<file path="config.mk">
export PLATFORM = sky130hd
export DESIGN_NAME = du_dual
export DESIGN_NICKNAME = d
export VERILOG_FILES = /design/src/rtl/du_pkg.sv /design/src/rtl/du_dual.sv
export SDC_FILE = /design/constraint.sdc
export NUM_CORES = 1
export LEC_CHECK = 0
export ABC_AREA = 1
export BUFFER_PORTS_ARGS = -buffer_cell sky130_fd_sc_hd__buf_2
export CAP_MARGIN = 5
export CORE_UTILIZATION = 30
export DETAILED_ROUTE_END_ITERATION = 6
export PLACE_DENSITY = 0.51
export SLEW_MARGIN = 20
export SYNTH_ARGS = -nofsm -noshare
export SYNTH_HDL_FRONTEND = slang
export SYNTH_SLANG_ARGS = --single-unit
</file>
<file path="constraint.sdc">
create_clock -name CLK_I -period 3.6 [get_ports CLK_I]
set_clock_uncertainty 0.1 [all_clocks]
set_input_delay 0.36 -clock CLK_I [delete_from_list [all_inputs] [get_ports CLK_I]]
set_output_delay 0.36 -clock CLK_I [all_outputs]
set_load 0.005 [all_outputs]
</file>
<file path="src/rtl/du_pkg.sv">
// Purpose: Constants shared by the dual serial channel design
// Assumes: Register index times four gives the byte address
// Notes:   Channel select is one address bit above the index
package du_pkg;
    localparam int         DU_ADR_W      = 8;
    localparam int         DU_CHAN_BIT   = 5;
    localparam int         DU_FIFO_DEPTH = 16;
    localparam logic [2:0] DU_IDX_DATA   = 3'h0;
    localparam logic [2:0] DU_IDX_IER    = 3'h1;
    localparam logic [2:0] DU_IDX_ISR    = 3'h2;
    localparam logic [2:0] DU_IDX_LCR    = 3'h3;
    localparam logic [2:0] DU_IDX_MCR    = 3'h4;
    localparam logic [2:0] DU_IDX_LSR    = 3'h5;
    localparam logic [2:0] DU_IDX_MSR    = 3'h6;
    localparam logic [2:0] DU_IDX_SPR    = 3'h7;
    localparam logic [7:0] DU_REG_RST    = 8'h00;
    localparam logic [7:0] DU_DLL_RST    = 8'h01;
    localparam int         DU_MCR_DTR    = 0;
    localparam int         DU_MCR_RTS    = 1;
    localparam int         DU_MCR_OUT2   = 3;
    localparam int         DU_MCR_LOOP   = 4;
    localparam int         DU_LCR_STOP   = 2;
    localparam int         DU_LCR_PEN    = 3;
    localparam int         DU_LCR_EVEN   = 4;
    localparam int         DU_LCR_DLAB   = 7;
    localparam int         DU_FCR_RXCLR  = 1;
    localparam int         DU_FCR_TXCLR  = 2;
    localparam logic [3:0] DU_OVS_LAST   = 4'hf;
    localparam logic [3:0] DU_OVS_MID    = 4'h7;
    localparam logic [3:0] DU_RX_SH_W    = 4'hb;
    localparam logic [4:0] DU_TRIG_1     = 5'h01;
    localparam logic [4:0] DU_TRIG_4     = 5'h04;
    localparam logic [4:0] DU_TRIG_8     = 5'h08;
    localparam logic [4:0] DU_TRIG_14    = 5'h0e;
    localparam logic [7:0] DU_ISR_LINE   = 8'hc6;
    localparam logic [7:0] DU_ISR_RX     = 8'hc4;
    localparam logic [7:0] DU_ISR_TX     = 8'hc2;
    localparam logic [7:0] DU_ISR_MODEM  = 8'hc0;
    localparam logic [7:0] DU_ISR_NONE   = 8'hc1;
endpackage

</file>
<file path="src/rtl/du_dual.sv">
// Purpose: Two independent serial channels behind a Wishbone slave
// Assumes: 16x oversampling from a divisor of CLK_I
// Notes:   FIFOs are always on; 1.5 stop bits are sent as 2
// Behaviour
// - Terminal-ready control bit set drives terminal-ready pin low, cleared high.
// - Terminal-ready pin is high after reset and when its bit is zero.
// - Request-to-send control bit set drives its pin low, cleared drives high.
// - Request-to-send pin is forced high at reset until software changes it.
// - Ring-indicator pin going high raises a modem status interrupt condition.
// - Clear-to-send pin state is readable in modem status bit 4.
// - Modem lines never gate transmit or receive operation.
// - Low carrier-detect pin means a carrier is present.
// - Serial output is high in reset, idle and when not sending.
// - Loop-back disables external serial pins and feeds transmitter into receiver.
// - Only the selected channel accepts configuration and data accesses.
// - Transmitter frames each character with start and stop bits.
// - Parity bit is attached when enabled and checked by the receiver.
// - Each channel has separate 16-byte transmit and receive FIFOs.
// - Four selectable receive fill thresholds each raise a receive interrupt.
// - Interrupt pin drives only with control bit 3 set, else floats.
// - Data and interrupt-enable registers are reachable only while divisor access bit is zero.
`timescale 1ns/10ps

module du_fifo #(
    parameter int WIDTH = 8,
    parameter int DEPTH = 16
) (
    input  wire logic             clk_i,
    input  wire logic             rst_i,
    input  wire logic             clear_i,
    input  wire logic             in_valid_i,
    input  wire logic [WIDTH-1:0] in_data_i,
    output logic                  in_ready_o,
    output logic                  out_valid_o,
    input  wire logic             out_ready_i,
    output logic [WIDTH-1:0]      out_data_o,
    output logic [$clog2(DEPTH):0] count_o
);
    localparam int AW = $clog2(DEPTH);
    typedef struct packed {
        logic [DEPTH-1:0][WIDTH-1:0] mem;
        logic [AW-1:0]               wp;
        logic [AW-1:0]               rp;
        logic [AW:0]                 cnt;
    } du_fifo_type;
    du_fifo_type s_reg, s_next;
    logic push, pop;

    assign in_ready_o  = s_reg.cnt != (AW+1)'(DEPTH);
    assign out_valid_o = s_reg.cnt != '0;
    assign out_data_o  = s_reg.mem[s_reg.rp];
    assign count_o     = s_reg.cnt;

    always_comb begin
        s_next = s_reg;
        push   = in_valid_i & in_ready_o;
        pop    = out_ready_i & out_valid_o;
        if (push) begin
            s_next.mem[s_reg.wp] = in_data_i;
            s_next.wp = AW'(s_reg.wp + 1'b1);
        end
        if (pop) begin
            s_next.rp = AW'(s_reg.rp + 1'b1);
        end
        s_next.cnt = (AW+1)'(s_reg.cnt + push - pop);
        if (rst_i | clear_i) begin
            s_next.wp  = '0;
            s_next.rp  = '0;
            s_next.cnt = '0;
        end
    end

    always_ff @(posedge clk_i) begin
        s_reg <= s_next;
    end
endmodule

module du_chan
    import du_pkg::*;
(
    input  wire logic       clk_i,
    input  wire logic       rst_i,
    input  wire logic       wr_i,
    input  wire logic       rd_i,
    input  wire logic [2:0] idx_i,
    input  wire logic [7:0] wdata_i,
    output logic [7:0]      rdata_o,
    output logic            thr_busy_o,
    input  wire logic       rx_i,
    input  wire logic       cts_n_i,
    input  wire logic       dsr_n_i,
    input  wire logic       ri_n_i,
    input  wire logic       cd_n_i,
    output logic            tx_o,
    output logic            rts_n_o,
    output logic            dtr_n_o,
    output logic            irq_o,
    output logic            irq_oe_o
);
    typedef enum logic {TX_IDLE, TX_RUN} du_tx_type;
    typedef enum logic [1:0] {RX_IDLE, RX_START, RX_BITS} du_rx_type;
    typedef struct packed {
        logic [7:0]  ier, line_control_reg, modem_control_reg, spr, dll, dlm, fcr;
        logic [3:0]  msr_d, m1, m2, m3;
        logic        rx1, rx2, oe, pe, fe, tick;
        logic [15:0] bcnt;
        du_tx_type   tx_st;
        logic [12:0] tx_sh;
        logic [3:0]  tx_n, tx_ph;
        logic        tx_line, tx_pin;
        du_rx_type   rx_st;
        logic [10:0] rx_sh;
        logic [3:0]  rx_n, rx_ph;
        logic        rx_push;
        logic [9:0]  rx_word;
        logic        rts_n, dtr_n, irq, irq_oe;
    } du_chan_type;
    du_chan_type s_reg, s_next;

    function automatic logic [7:0] wmask(input logic [7:0] line_control_reg);
        wmask = 8'hff >> (2'h3 - line_control_reg[1:0]);
    endfunction
    function automatic logic [3:0] flen(input logic [7:0] line_control_reg);
        flen = 4'h7 + {2'h0, line_control_reg[1:0]} + {3'h0, line_control_reg[DU_LCR_PEN]}
             + {3'h0, line_control_reg[DU_LCR_STOP]};
    endfunction
    function automatic logic par(input logic [7:0] d,
                                 input logic [7:0] line_control_reg);
        par = ^(d & wmask(line_control_reg)) ^ ~line_control_reg[DU_LCR_EVEN];
    endfunction

    logic       dlab, tx_rdy, tx_val, rx_rdy, rx_val, tx_pop, rx_pop;
    logic [7:0] tx_dat, isr, lsr, modem_status_reg;
    logic [9:0] rx_head;
    logic [4:0] tx_cnt, rx_cnt, trig;
    logic [16:0] bsum;
    logic       rxd, rx_int, rd_lsr, rd_msr;
    logic [10:0] al;
    logic [7:0] rdat;

    assign dlab = s_reg.line_control_reg[DU_LCR_DLAB];

    du_fifo #(.WIDTH(8), .DEPTH(DU_FIFO_DEPTH)) u_txf (
        .clk_i       (clk_i),
        .rst_i       (rst_i),
        .clear_i     (wr_i & idx_i == DU_IDX_ISR & wdata_i[DU_FCR_TXCLR]),
        .in_valid_i  (wr_i & idx_i == DU_IDX_DATA & ~dlab),
        .in_data_i   (wdata_i),
        .in_ready_o  (tx_rdy),
        .out_valid_o (tx_val),
        .out_ready_i (tx_pop),
        .out_data_o  (tx_dat),
        .count_o     (tx_cnt)
    );
    // receive byte buffer with error flags
    du_fifo #(.WIDTH(10), .DEPTH(DU_FIFO_DEPTH)) u_rxf (
        .clk_i       (clk_i),
        .rst_i       (rst_i),
        .clear_i     (wr_i & idx_i == DU_IDX_ISR & wdata_i[DU_FCR_RXCLR]),
        .in_valid_i  (s_reg.rx_push),
        .in_data_i   (s_reg.rx_word),
        .in_ready_o  (rx_rdy),
        .out_valid_o (rx_val),
        .out_ready_i (rx_pop),
        .out_data_o  (rx_head),
        .count_o     (rx_cnt)
    );

    assign thr_busy_o = ~tx_rdy & ~dlab;
    assign tx_pop     = s_reg.tx_st == TX_IDLE & tx_val;
    assign rx_pop     = rd_i & idx_i == DU_IDX_DATA & ~dlab;
    assign rdata_o    = rdat;

    always_comb begin
        case (s_reg.fcr[7:6])
            2'h0:    trig = DU_TRIG_1;
            2'h1:    trig = DU_TRIG_4;
            2'h2:    trig = DU_TRIG_8;
            default: trig = DU_TRIG_14;
        endcase
        rx_int = rx_cnt >= trig;
        lsr = {1'b0, tx_cnt == '0 & s_reg.tx_st == TX_IDLE, ~tx_val, 1'b0,
               s_reg.fe, s_reg.pe, s_reg.oe, rx_val};
        // low carrier pin reads as carrier present
        modem_status_reg = {~s_reg.m2[3], ~s_reg.m2[2], ~s_reg.m2[1], ~s_reg.m2[0],
               s_reg.msr_d};
        if (s_reg.ier[2] & (s_reg.oe | s_reg.pe | s_reg.fe)) begin
            isr = DU_ISR_LINE;
        end else if (s_reg.ier[0] & rx_int) begin
            isr = DU_ISR_RX;
        end else if (s_reg.ier[1] & ~tx_val) begin
            isr = DU_ISR_TX;
        end else if (s_reg.ier[3] & |s_reg.msr_d) begin
            isr = DU_ISR_MODEM;
        end else begin
            isr = DU_ISR_NONE;
        end
        // divisor bit swaps data and enable slots
        case (idx_i)
            DU_IDX_DATA: rdat = dlab ? s_reg.dll : rx_head[7:0];
            DU_IDX_IER:  rdat = dlab ? s_reg.dlm : s_reg.ier;
            DU_IDX_ISR:  rdat = isr;
            DU_IDX_LCR:  rdat = s_reg.line_control_reg;
            DU_IDX_MCR:  rdat = s_reg.modem_control_reg;
            DU_IDX_LSR:  rdat = lsr;
            DU_IDX_MSR:  rdat = modem_status_reg;
            default:     rdat = s_reg.spr;
        endcase
    end

    always_comb begin
        s_next = s_reg;
        rd_lsr = rd_i & idx_i == DU_IDX_LSR;
        rd_msr = rd_i & idx_i == DU_IDX_MSR;
        al     = '0;
        // Register writes
        if (wr_i) begin
            case (idx_i)
                DU_IDX_DATA: if (dlab) s_next.dll = wdata_i;
                DU_IDX_IER: begin
                    if (dlab) s_next.dlm = wdata_i;
                    else s_next.ier = {4'h0, wdata_i[3:0]};
                end
                DU_IDX_ISR:  s_next.fcr = wdata_i;
                DU_IDX_LCR:  s_next.line_control_reg = wdata_i;
                DU_IDX_MCR:  s_next.modem_control_reg = {3'h0, wdata_i[4:0]};
                DU_IDX_SPR:  s_next.spr = wdata_i;
                default: ;
            endcase
        end
        // Synchronisers and modem line change detect
        s_next.m1 = {cd_n_i, ri_n_i, dsr_n_i, cts_n_i};
        s_next.m2 = s_reg.m1;
        s_next.m3 = s_reg.m2;
        s_next.rx1 = rx_i;
        s_next.rx2 = s_reg.rx1;
        s_next.msr_d = rd_msr ? 4'h0 : s_reg.msr_d;
        // ring pin rising sets trailing-edge flag
        s_next.msr_d = s_next.msr_d
                     | {s_reg.m2[3] ^ s_reg.m3[3],
                        s_reg.m2[2] & ~s_reg.m3[2],
                        s_reg.m2[1:0] ^ s_reg.m3[1:0]};
        // 16x bit-rate tick
        bsum = {1'b0, s_reg.bcnt} + 17'h00001;
        s_next.tick = bsum >= {1'b0, s_reg.dlm, s_reg.dll};
        s_next.bcnt = s_next.tick ? 16'h0000 : bsum[15:0];
        // modem inputs take no part in the data path
        // start bit, data, then stop bits shifted out
        case (s_reg.tx_st)
            TX_IDLE: begin
                if (tx_val) begin
                    s_next.tx_sh = {4'hf, tx_dat | ~wmask(s_reg.line_control_reg), 1'b0};
                    if (s_reg.line_control_reg[DU_LCR_PEN]) begin
                        s_next.tx_sh[4'h6 + {2'h0, s_reg.line_control_reg[1:0]}] =
                            par(tx_dat, s_reg.line_control_reg);
                    end
                    s_next.tx_n  = flen(s_reg.line_control_reg);
                    s_next.tx_ph = 4'h0;
                    s_next.tx_st = TX_RUN;
                end
            end
            TX_RUN: begin
                if (s_reg.tick) begin
                    s_next.tx_ph = s_reg.tx_ph + 4'h1;
                    if (s_reg.tx_ph == DU_OVS_LAST) begin
                        s_next.tx_sh = {1'b1, s_reg.tx_sh[12:1]};
                        s_next.tx_n  = s_reg.tx_n - 4'h1;
                        if (s_reg.tx_n == 4'h1) s_next.tx_st = TX_IDLE;
                    end
                end
            end
            default: s_next.tx_st = TX_IDLE;
        endcase
        s_next.tx_line = s_next.tx_st == TX_RUN ? s_next.tx_sh[0] : 1'b1;
        // loop-back keeps the pin high and feeds the receiver
        s_next.tx_pin = s_reg.modem_control_reg[DU_MCR_LOOP] | s_next.tx_line;
        rxd = s_reg.modem_control_reg[DU_MCR_LOOP] ? s_reg.tx_line : s_reg.rx2;
        s_next.rx_push = 1'b0;
        case (s_reg.rx_st)
            RX_IDLE: begin
                s_next.rx_ph = 4'h0;
                if (~rxd) s_next.rx_st = RX_START;
            end
            RX_START: begin
                if (s_reg.tick) begin
                    s_next.rx_ph = s_reg.rx_ph + 4'h1;
                    if (s_reg.rx_ph == DU_OVS_MID) begin
                        s_next.rx_st = rxd ? RX_IDLE : RX_BITS;
                        s_next.rx_ph = 4'h0;
                        s_next.rx_n  = flen(s_reg.line_control_reg) - 4'h1;
                        s_next.rx_sh = '0;
                    end
                end
            end
            RX_BITS: begin
                if (s_reg.tick) begin
                    s_next.rx_ph = s_reg.rx_ph + 4'h1;
                    if (s_reg.rx_ph == DU_OVS_LAST) begin
                        s_next.rx_sh = {rxd, s_reg.rx_sh[10:1]};
                        s_next.rx_n  = s_reg.rx_n - 4'h1;
                        if (s_reg.rx_n == 4'h1) begin
                            al = s_next.rx_sh >> (DU_RX_SH_W
                                 - (flen(s_reg.line_control_reg) - 4'h1));
                            s_next.rx_word[7:0] = al[7:0] & wmask(s_reg.line_control_reg);
                            s_next.rx_word[8] = s_reg.line_control_reg[DU_LCR_PEN]
                                & (al[4'h5 + {2'h0, s_reg.line_control_reg[1:0]}]
                                   != par(al[7:0], s_reg.line_control_reg));
                            s_next.rx_word[9] = ~al[4'h5
                                + {2'h0, s_reg.line_control_reg[1:0]}
                                + {3'h0, s_reg.line_control_reg[DU_LCR_PEN]}];
                            s_next.rx_push = rx_rdy;
                            s_next.rx_st = RX_IDLE;
                        end
                    end
                end
            end
            default: s_next.rx_st = RX_IDLE;
        endcase
        // Sticky line errors; a new event wins over the clearing read
        s_next.oe = (s_reg.oe & ~rd_lsr) | (s_reg.rx_push & ~rx_rdy)
                  | (s_next.rx_st == RX_IDLE & s_reg.rx_st == RX_BITS
                     & ~rx_rdy);
        s_next.pe = (s_reg.pe & ~rd_lsr) | (s_reg.rx_push & s_reg.rx_word[8]);
        s_next.fe = (s_reg.fe & ~rd_lsr) | (s_reg.rx_push & s_reg.rx_word[9]);
        // terminal-ready pin follows its bit inverted
        s_next.dtr_n = ~s_next.modem_control_reg[DU_MCR_DTR];
        // request-to-send pin follows its bit inverted
        s_next.rts_n = ~s_next.modem_control_reg[DU_MCR_RTS];
        s_next.irq = isr[0] == 1'b0;
        s_next.irq_oe = s_next.modem_control_reg[DU_MCR_OUT2];
        if (rst_i) begin
            s_next = '0;
            s_next.dll = DU_DLL_RST;
            s_next.line_control_reg = DU_REG_RST;
            s_next.modem_control_reg = DU_REG_RST;
            s_next.m1 = 4'hf;
            s_next.m2 = 4'hf;
            s_next.m3 = 4'hf;
            s_next.rx1 = 1'b1;
            s_next.rx2 = 1'b1;
            s_next.tx_line = 1'b1;
            s_next.tx_pin = 1'b1;
            s_next.dtr_n = 1'b1;
            s_next.rts_n = 1'b1;
        end
    end

    always_ff @(posedge clk_i) begin
        s_reg <= s_next;
    end

    assign tx_o     = s_reg.tx_pin;
    assign rts_n_o  = s_reg.rts_n;
    assign dtr_n_o  = s_reg.dtr_n;
    assign irq_o    = s_reg.irq;
    assign irq_oe_o = s_reg.irq_oe;
endmodule

module du_dual
    import du_pkg::*;
(
    input  wire logic                CLK_I,
    input  wire logic                SYS_RST_I,
    input  wire logic                CYC_I,
    input  wire logic                STB_I,
    input  wire logic                WE_I,
    input  wire logic [DU_ADR_W-1:0] ADR_I,
    input  wire logic [3:0]          SEL_I,
    input  wire logic [31:0]         DAT_I,
    output logic [31:0]              DAT_O,
    output logic                     ACK_O,
    input  wire logic [1:0]          SERIAL_IN_I,
    input  wire logic [1:0]          CTS_N_I,
    input  wire logic [1:0]          DSR_N_I,
    input  wire logic [1:0]          RI_N_I,
    input  wire logic [1:0]          CARRIER_DETECT_N_I,
    output logic [1:0]               SERIAL_OUT_O,
    output logic [1:0]               RTS_N_O,
    output logic [1:0]               DTR_N_O,
    output logic [1:0]               IRQ_O,
    output logic [1:0]               IRQ_OE_O
);
    typedef struct packed {
        logic        ack;
        logic [31:0] dat;
    } du_bus_type;
    du_bus_type s_reg, s_next;
    logic [1:0][7:0] rdata;
    logic [1:0]      busy, cs, wr, rd;
    logic            req, mapped, ch, go;

    for (genvar c = 0; c < 2; c++) begin : g_chan
        du_chan u_chan (
            .clk_i      (CLK_I),
            .rst_i      (SYS_RST_I),
            .wr_i       (wr[c]),
            .rd_i       (rd[c]),
            .idx_i      (ADR_I[4:2]),
            .wdata_i    (DAT_I[7:0]),
            .rdata_o    (rdata[c]),
            .thr_busy_o (busy[c]),
            .rx_i       (SERIAL_IN_I[c]),
            .cts_n_i    (CTS_N_I[c]),
            .dsr_n_i    (DSR_N_I[c]),
            .ri_n_i     (RI_N_I[c]),
            .cd_n_i     (CARRIER_DETECT_N_I[c]),
            .tx_o       (SERIAL_OUT_O[c]),
            .rts_n_o    (RTS_N_O[c]),
            .dtr_n_o    (DTR_N_O[c]),
            .irq_o      (IRQ_O[c]),
            .irq_oe_o   (IRQ_OE_O[c])
        );
    end

    always_comb begin
        s_next = s_reg;
        req    = CYC_I & STB_I & ~s_reg.ack;
        mapped = ADR_I[DU_ADR_W-1:DU_CHAN_BIT+1] == '0;
        ch     = ADR_I[DU_CHAN_BIT];
        // address bit acts as per-channel select
        cs     = {req & mapped & ch, req & mapped & ~ch};
        // Full transmit buffer holds the bus cycle off
        go     = req & ~(mapped & WE_I & SEL_I[0] & busy[ch]
                 & ADR_I[4:2] == DU_IDX_DATA);
        wr     = cs & {2{go & WE_I & SEL_I[0]}};
        rd     = cs & {2{go & ~WE_I}};
        s_next.ack = go;
        s_next.dat = (go & ~WE_I & mapped) ? {24'h000000, rdata[ch]}
                                           : 32'h00000000;
        if (SYS_RST_I) begin
            s_next = '0;
        end
    end

    always_ff @(posedge CLK_I) begin
        s_reg <= s_next;
    end

    assign ACK_O = s_reg.ack;
    assign DAT_O = s_reg.dat;
endmodule

</file>
==> impl_results.md <==
- First-pass GRT wire length: 164 mm
- Post-layout power: 23.9 mW
- Post-synthesis simple-gate area fraction: 0.180
- Setup Viol. Count Final: 0
- Compound-Gate Fraction of Synth Area: 0.128
- Slew @ Worst Pin: 1050 ps
- Design area: 45700 µm²
- Combinational power share: 0.142
- Most frequent cells in the layout: nand2_1, nor2_1, edfxtp_1
- Chip Height: 365 µm
- Crit path kind: reg -> reg
- Die Wd: 365 µm
- # clock sinks: between 800 and 900
- Hold Crit Class: in -> reg
- Pin count of the biggest net entering global routing: 68
- Maximum clock frequency: 0.295 GHz
- Worst-Skew Late Latency: 680 ps
- PD cells: approximately 520 nW/µm²
- Antenna viol nets, final: 0
- Post-synth top flop: edfxtp_1
- Initial antenna violation count: 8
- Post-Syn Area: between 30000 and 40000 µm²
- DP Area: 42100 µm²
- DP HPWL: 71.5 mm
- Commonest non-fill, non-tap cell in the layout: nand2_1
- Worst Path Required: 4040 ps
- Htree depth: 3
- Max-capacitance violation count: 0
- Post-Route WL: 106 mm
- Final nets: 4584
- Pleak: approximately 17 nW
- Status: finished clean
- Cell variety after synth: between 70 and 80
- Die area: 133000 µm²
- Cts bufs inserted: 96
- Placer Congestion: 0.865
- Detailed Route Iter0 Violations: 2326
- Cell taking the most area after synthesis: edfxtp_1
- Post-synthesis mux area share: 0.000253
- Final period utilization: 0.943
- CTS Buffer Depth: 3
- Slew Viols, Final: 0
- I/O pin cnt: ~100
- Vias per inst: roughly 4.8
- Share of layout cells above drive strength 1: 0.112
- Post-synthesis sequential area ratio: 0.560
- Syn Inst Count: around 4300
- Relative slew margins: 0.298
- Detailed-router iteration count before antenna repair: 6
- Area added between synthesis and finish: 15.5%
- Post-synth EDFFs: 512
- Minimum clock period: 3400 ps
- Critical path endpoint category: flop
- RSZ-0062 raised after global routing: true
- Core Rows: 132
- Top-area cell type share of the netlist area: 0.389
- Max VDD drop: 0.349 mV
- Synth Area in XOR/XNOR: 0.0146
- Largest cells by area after synthesis: edfxtp_1, dfxtp_1, nand2_1
- Clock power frac: 0.410
- Mean Syn Cell Area: 9.29 µm²
- Asr flop ratio synth: 0
- Wire per inst: approximately 17 µm
- Part of the power in registers: 0.448
- Largest family of logic cells by synthesized area: simple AND/OR/NAND/NOR gates
- Synth Register Bits: 851
- CTS Root Cell: clkbuf_16
- Final hold vios: 0
- Internal cell power: 17.3 mW
- CTS tree: done
- GRT Total Usage: 0.157
- Net Sw Power: 6.52 mW
- Port Buffer Count: 48
- Vias: 29656
- Initial Util: 0.304
- Clk slew on worst S/H paths: roughly 60 ps
- Global route total overflow: 0
- Sw Share: 0.273
- Warnings from Yosys: 0
- Worst path arrival time: 3830 ps
- Worst-path maximum fanout: 7
- Post-route DRC violation count: 0
- CP startpoint kind: flop
- Vias in the first global route: ~28000
- Core Box Area: 130000 µm²
- Post-synthesis adder-cell area fraction: 0.0452
[layer usage]
| metal | part of all wire | up-vias | track usage |
|---|---|---|---|
| met2 | 0.43 | 754 | 0.235 |
| met3 | 0.059 | 168 | 0.0250 |
| li1 | - | 14721 | - |
| met4 | 0.026 | 2 | 0.0455 |
| met5 | 0.00012 | - | 0 |
| met1 | 0.49 | 14011 | 0.232 |
[cell families (layout without fill, tap and decap cells)]
logic type      Yosys count  after routing
simple gates           1664           1664
compound gates          879            879
xor+xnor                 58             58
other cells               1             28
buf+inv                 666            855
fa+ha+maj               138            138
flops                   851            851
mux                       1              1
[worst paths after layout]
check / from / end / slack [ps] / depth (start not counted)
max: g_chan[0].u_chan.s_reg[138] / g_chan[0].u_chan.s_reg[12] / 200 / 22
min: DAT_I[6] / g_chan[1].u_chan.u_txf.s_reg[75] / 90 / 1
max reg2reg: g_chan[0].u_chan.s_reg[138] / g_chan[0].u_chan.s_reg[12] / 200 / 22
min reg2reg: g_chan[0].u_chan.s_reg[41] / g_chan[0].u_chan.s_reg[41] / 360 / 2
[stage by stage]
step | hold WS [ps] | std cells | setup TNS, ps | worst slack [ps] | utilization
final | 87.6 | 6216 | 0 | 205 | 0.351
after global routing | 81.2 | 6212 | -47.5 | -46.9 | 0.351
after CTS | 39.7 | 6199 | 0 | 57.4 | 0.349
after detailed placement | 357 | 6005 | 0 | 77.0 | 0.324
after global placement | 350 | 6005 | 0 | 79.3 | 0.324
after floorplan | 289 | 4281 | 0 | 2.68 | -
[repair_timing]
item                                   in CTS  in global routing
setup endpoints to repair                   0                 19
buffers inserted                            0                 12
gates resized for setup                     0                 51
endpoints found under the hold margin      22                  0
hold buffers                               13                  0
[Yosys cell counts, types with 6 or more instances]
master and instances:
a221oi_1 11, o21a_1 6, inv_1 431, clkinv_1 13, nand3_1 277, xnor2_1 14
nor2_1 519, a22oi_1 7, clkbuf_1 101, o31ai_1 7, dfxtp_1 339, nor3b_1 10
buf_4 40, xor2_1 39, a31oi_1 17, nand2_1 712, o21ai_0 372, nor2_4 14
nor3_1 26, o22ai_1 55, buf_2 44, o211ai_1 39, a211oi_1 31, fa_1 8
nor2_2 6, a21oi_1 245, o221ai_1 41, or2_2 32, nand4_1 24, nand2_2 15
edfxtp_1 512, ha_1 130, o21ai_1 10, inv_2 12, buf_6 13
[worst max-delay path, cell delays in order (launching register included)]
cell      delay, ps
dfxtp_2         320
inv_1            40
ha_1            300
inv_1            80
ha_1            140
inv_1            60
fa_2            570
buf_4           130
nand2_2          80
nor2_8          150
xor2_4          250
nand2_4         100
nand2_2          80
nand3b_1        160
xor2_2          220
inv_1            60
nand2_1          40
nand2_1          80
inv_1            40
nand2_1          50
nand2_1          50
nand2_1          70
a21oi_2          50
[power groups by stage]
stage	registers [mW]	logic [mW]	clock network (mW)
6_report	10.7	3.39	9.79
5_1_grt	10.7	3.90	10.4
3_3_place_gp	10.9	3.38	0
4_1_cts	10.7	3.43	10.1
3_5_place_dp	10.9	3.40	0
2_1_floorplan	10.8	2.54	0
[area by class of cell]
| type | count | area (µm²) |
|---|---|---|
| well taps | 1742 | 2180 |
| fillers | 13380 | 84400 |
| multi-input cells | 2764 | 14800 |
| repair inverters | 1 | 7.51 |
| flip-flops and latches | 851 | 22200 |
| repair buffers | 213 | 1610 |
| diodes | 4 | 10.0 |
| clock inverters | 46 | 418 |
| inverters | 460 | 1740 |
| clock buffers | 135 | 2760 |
Power figures use the tool's default switching activity.
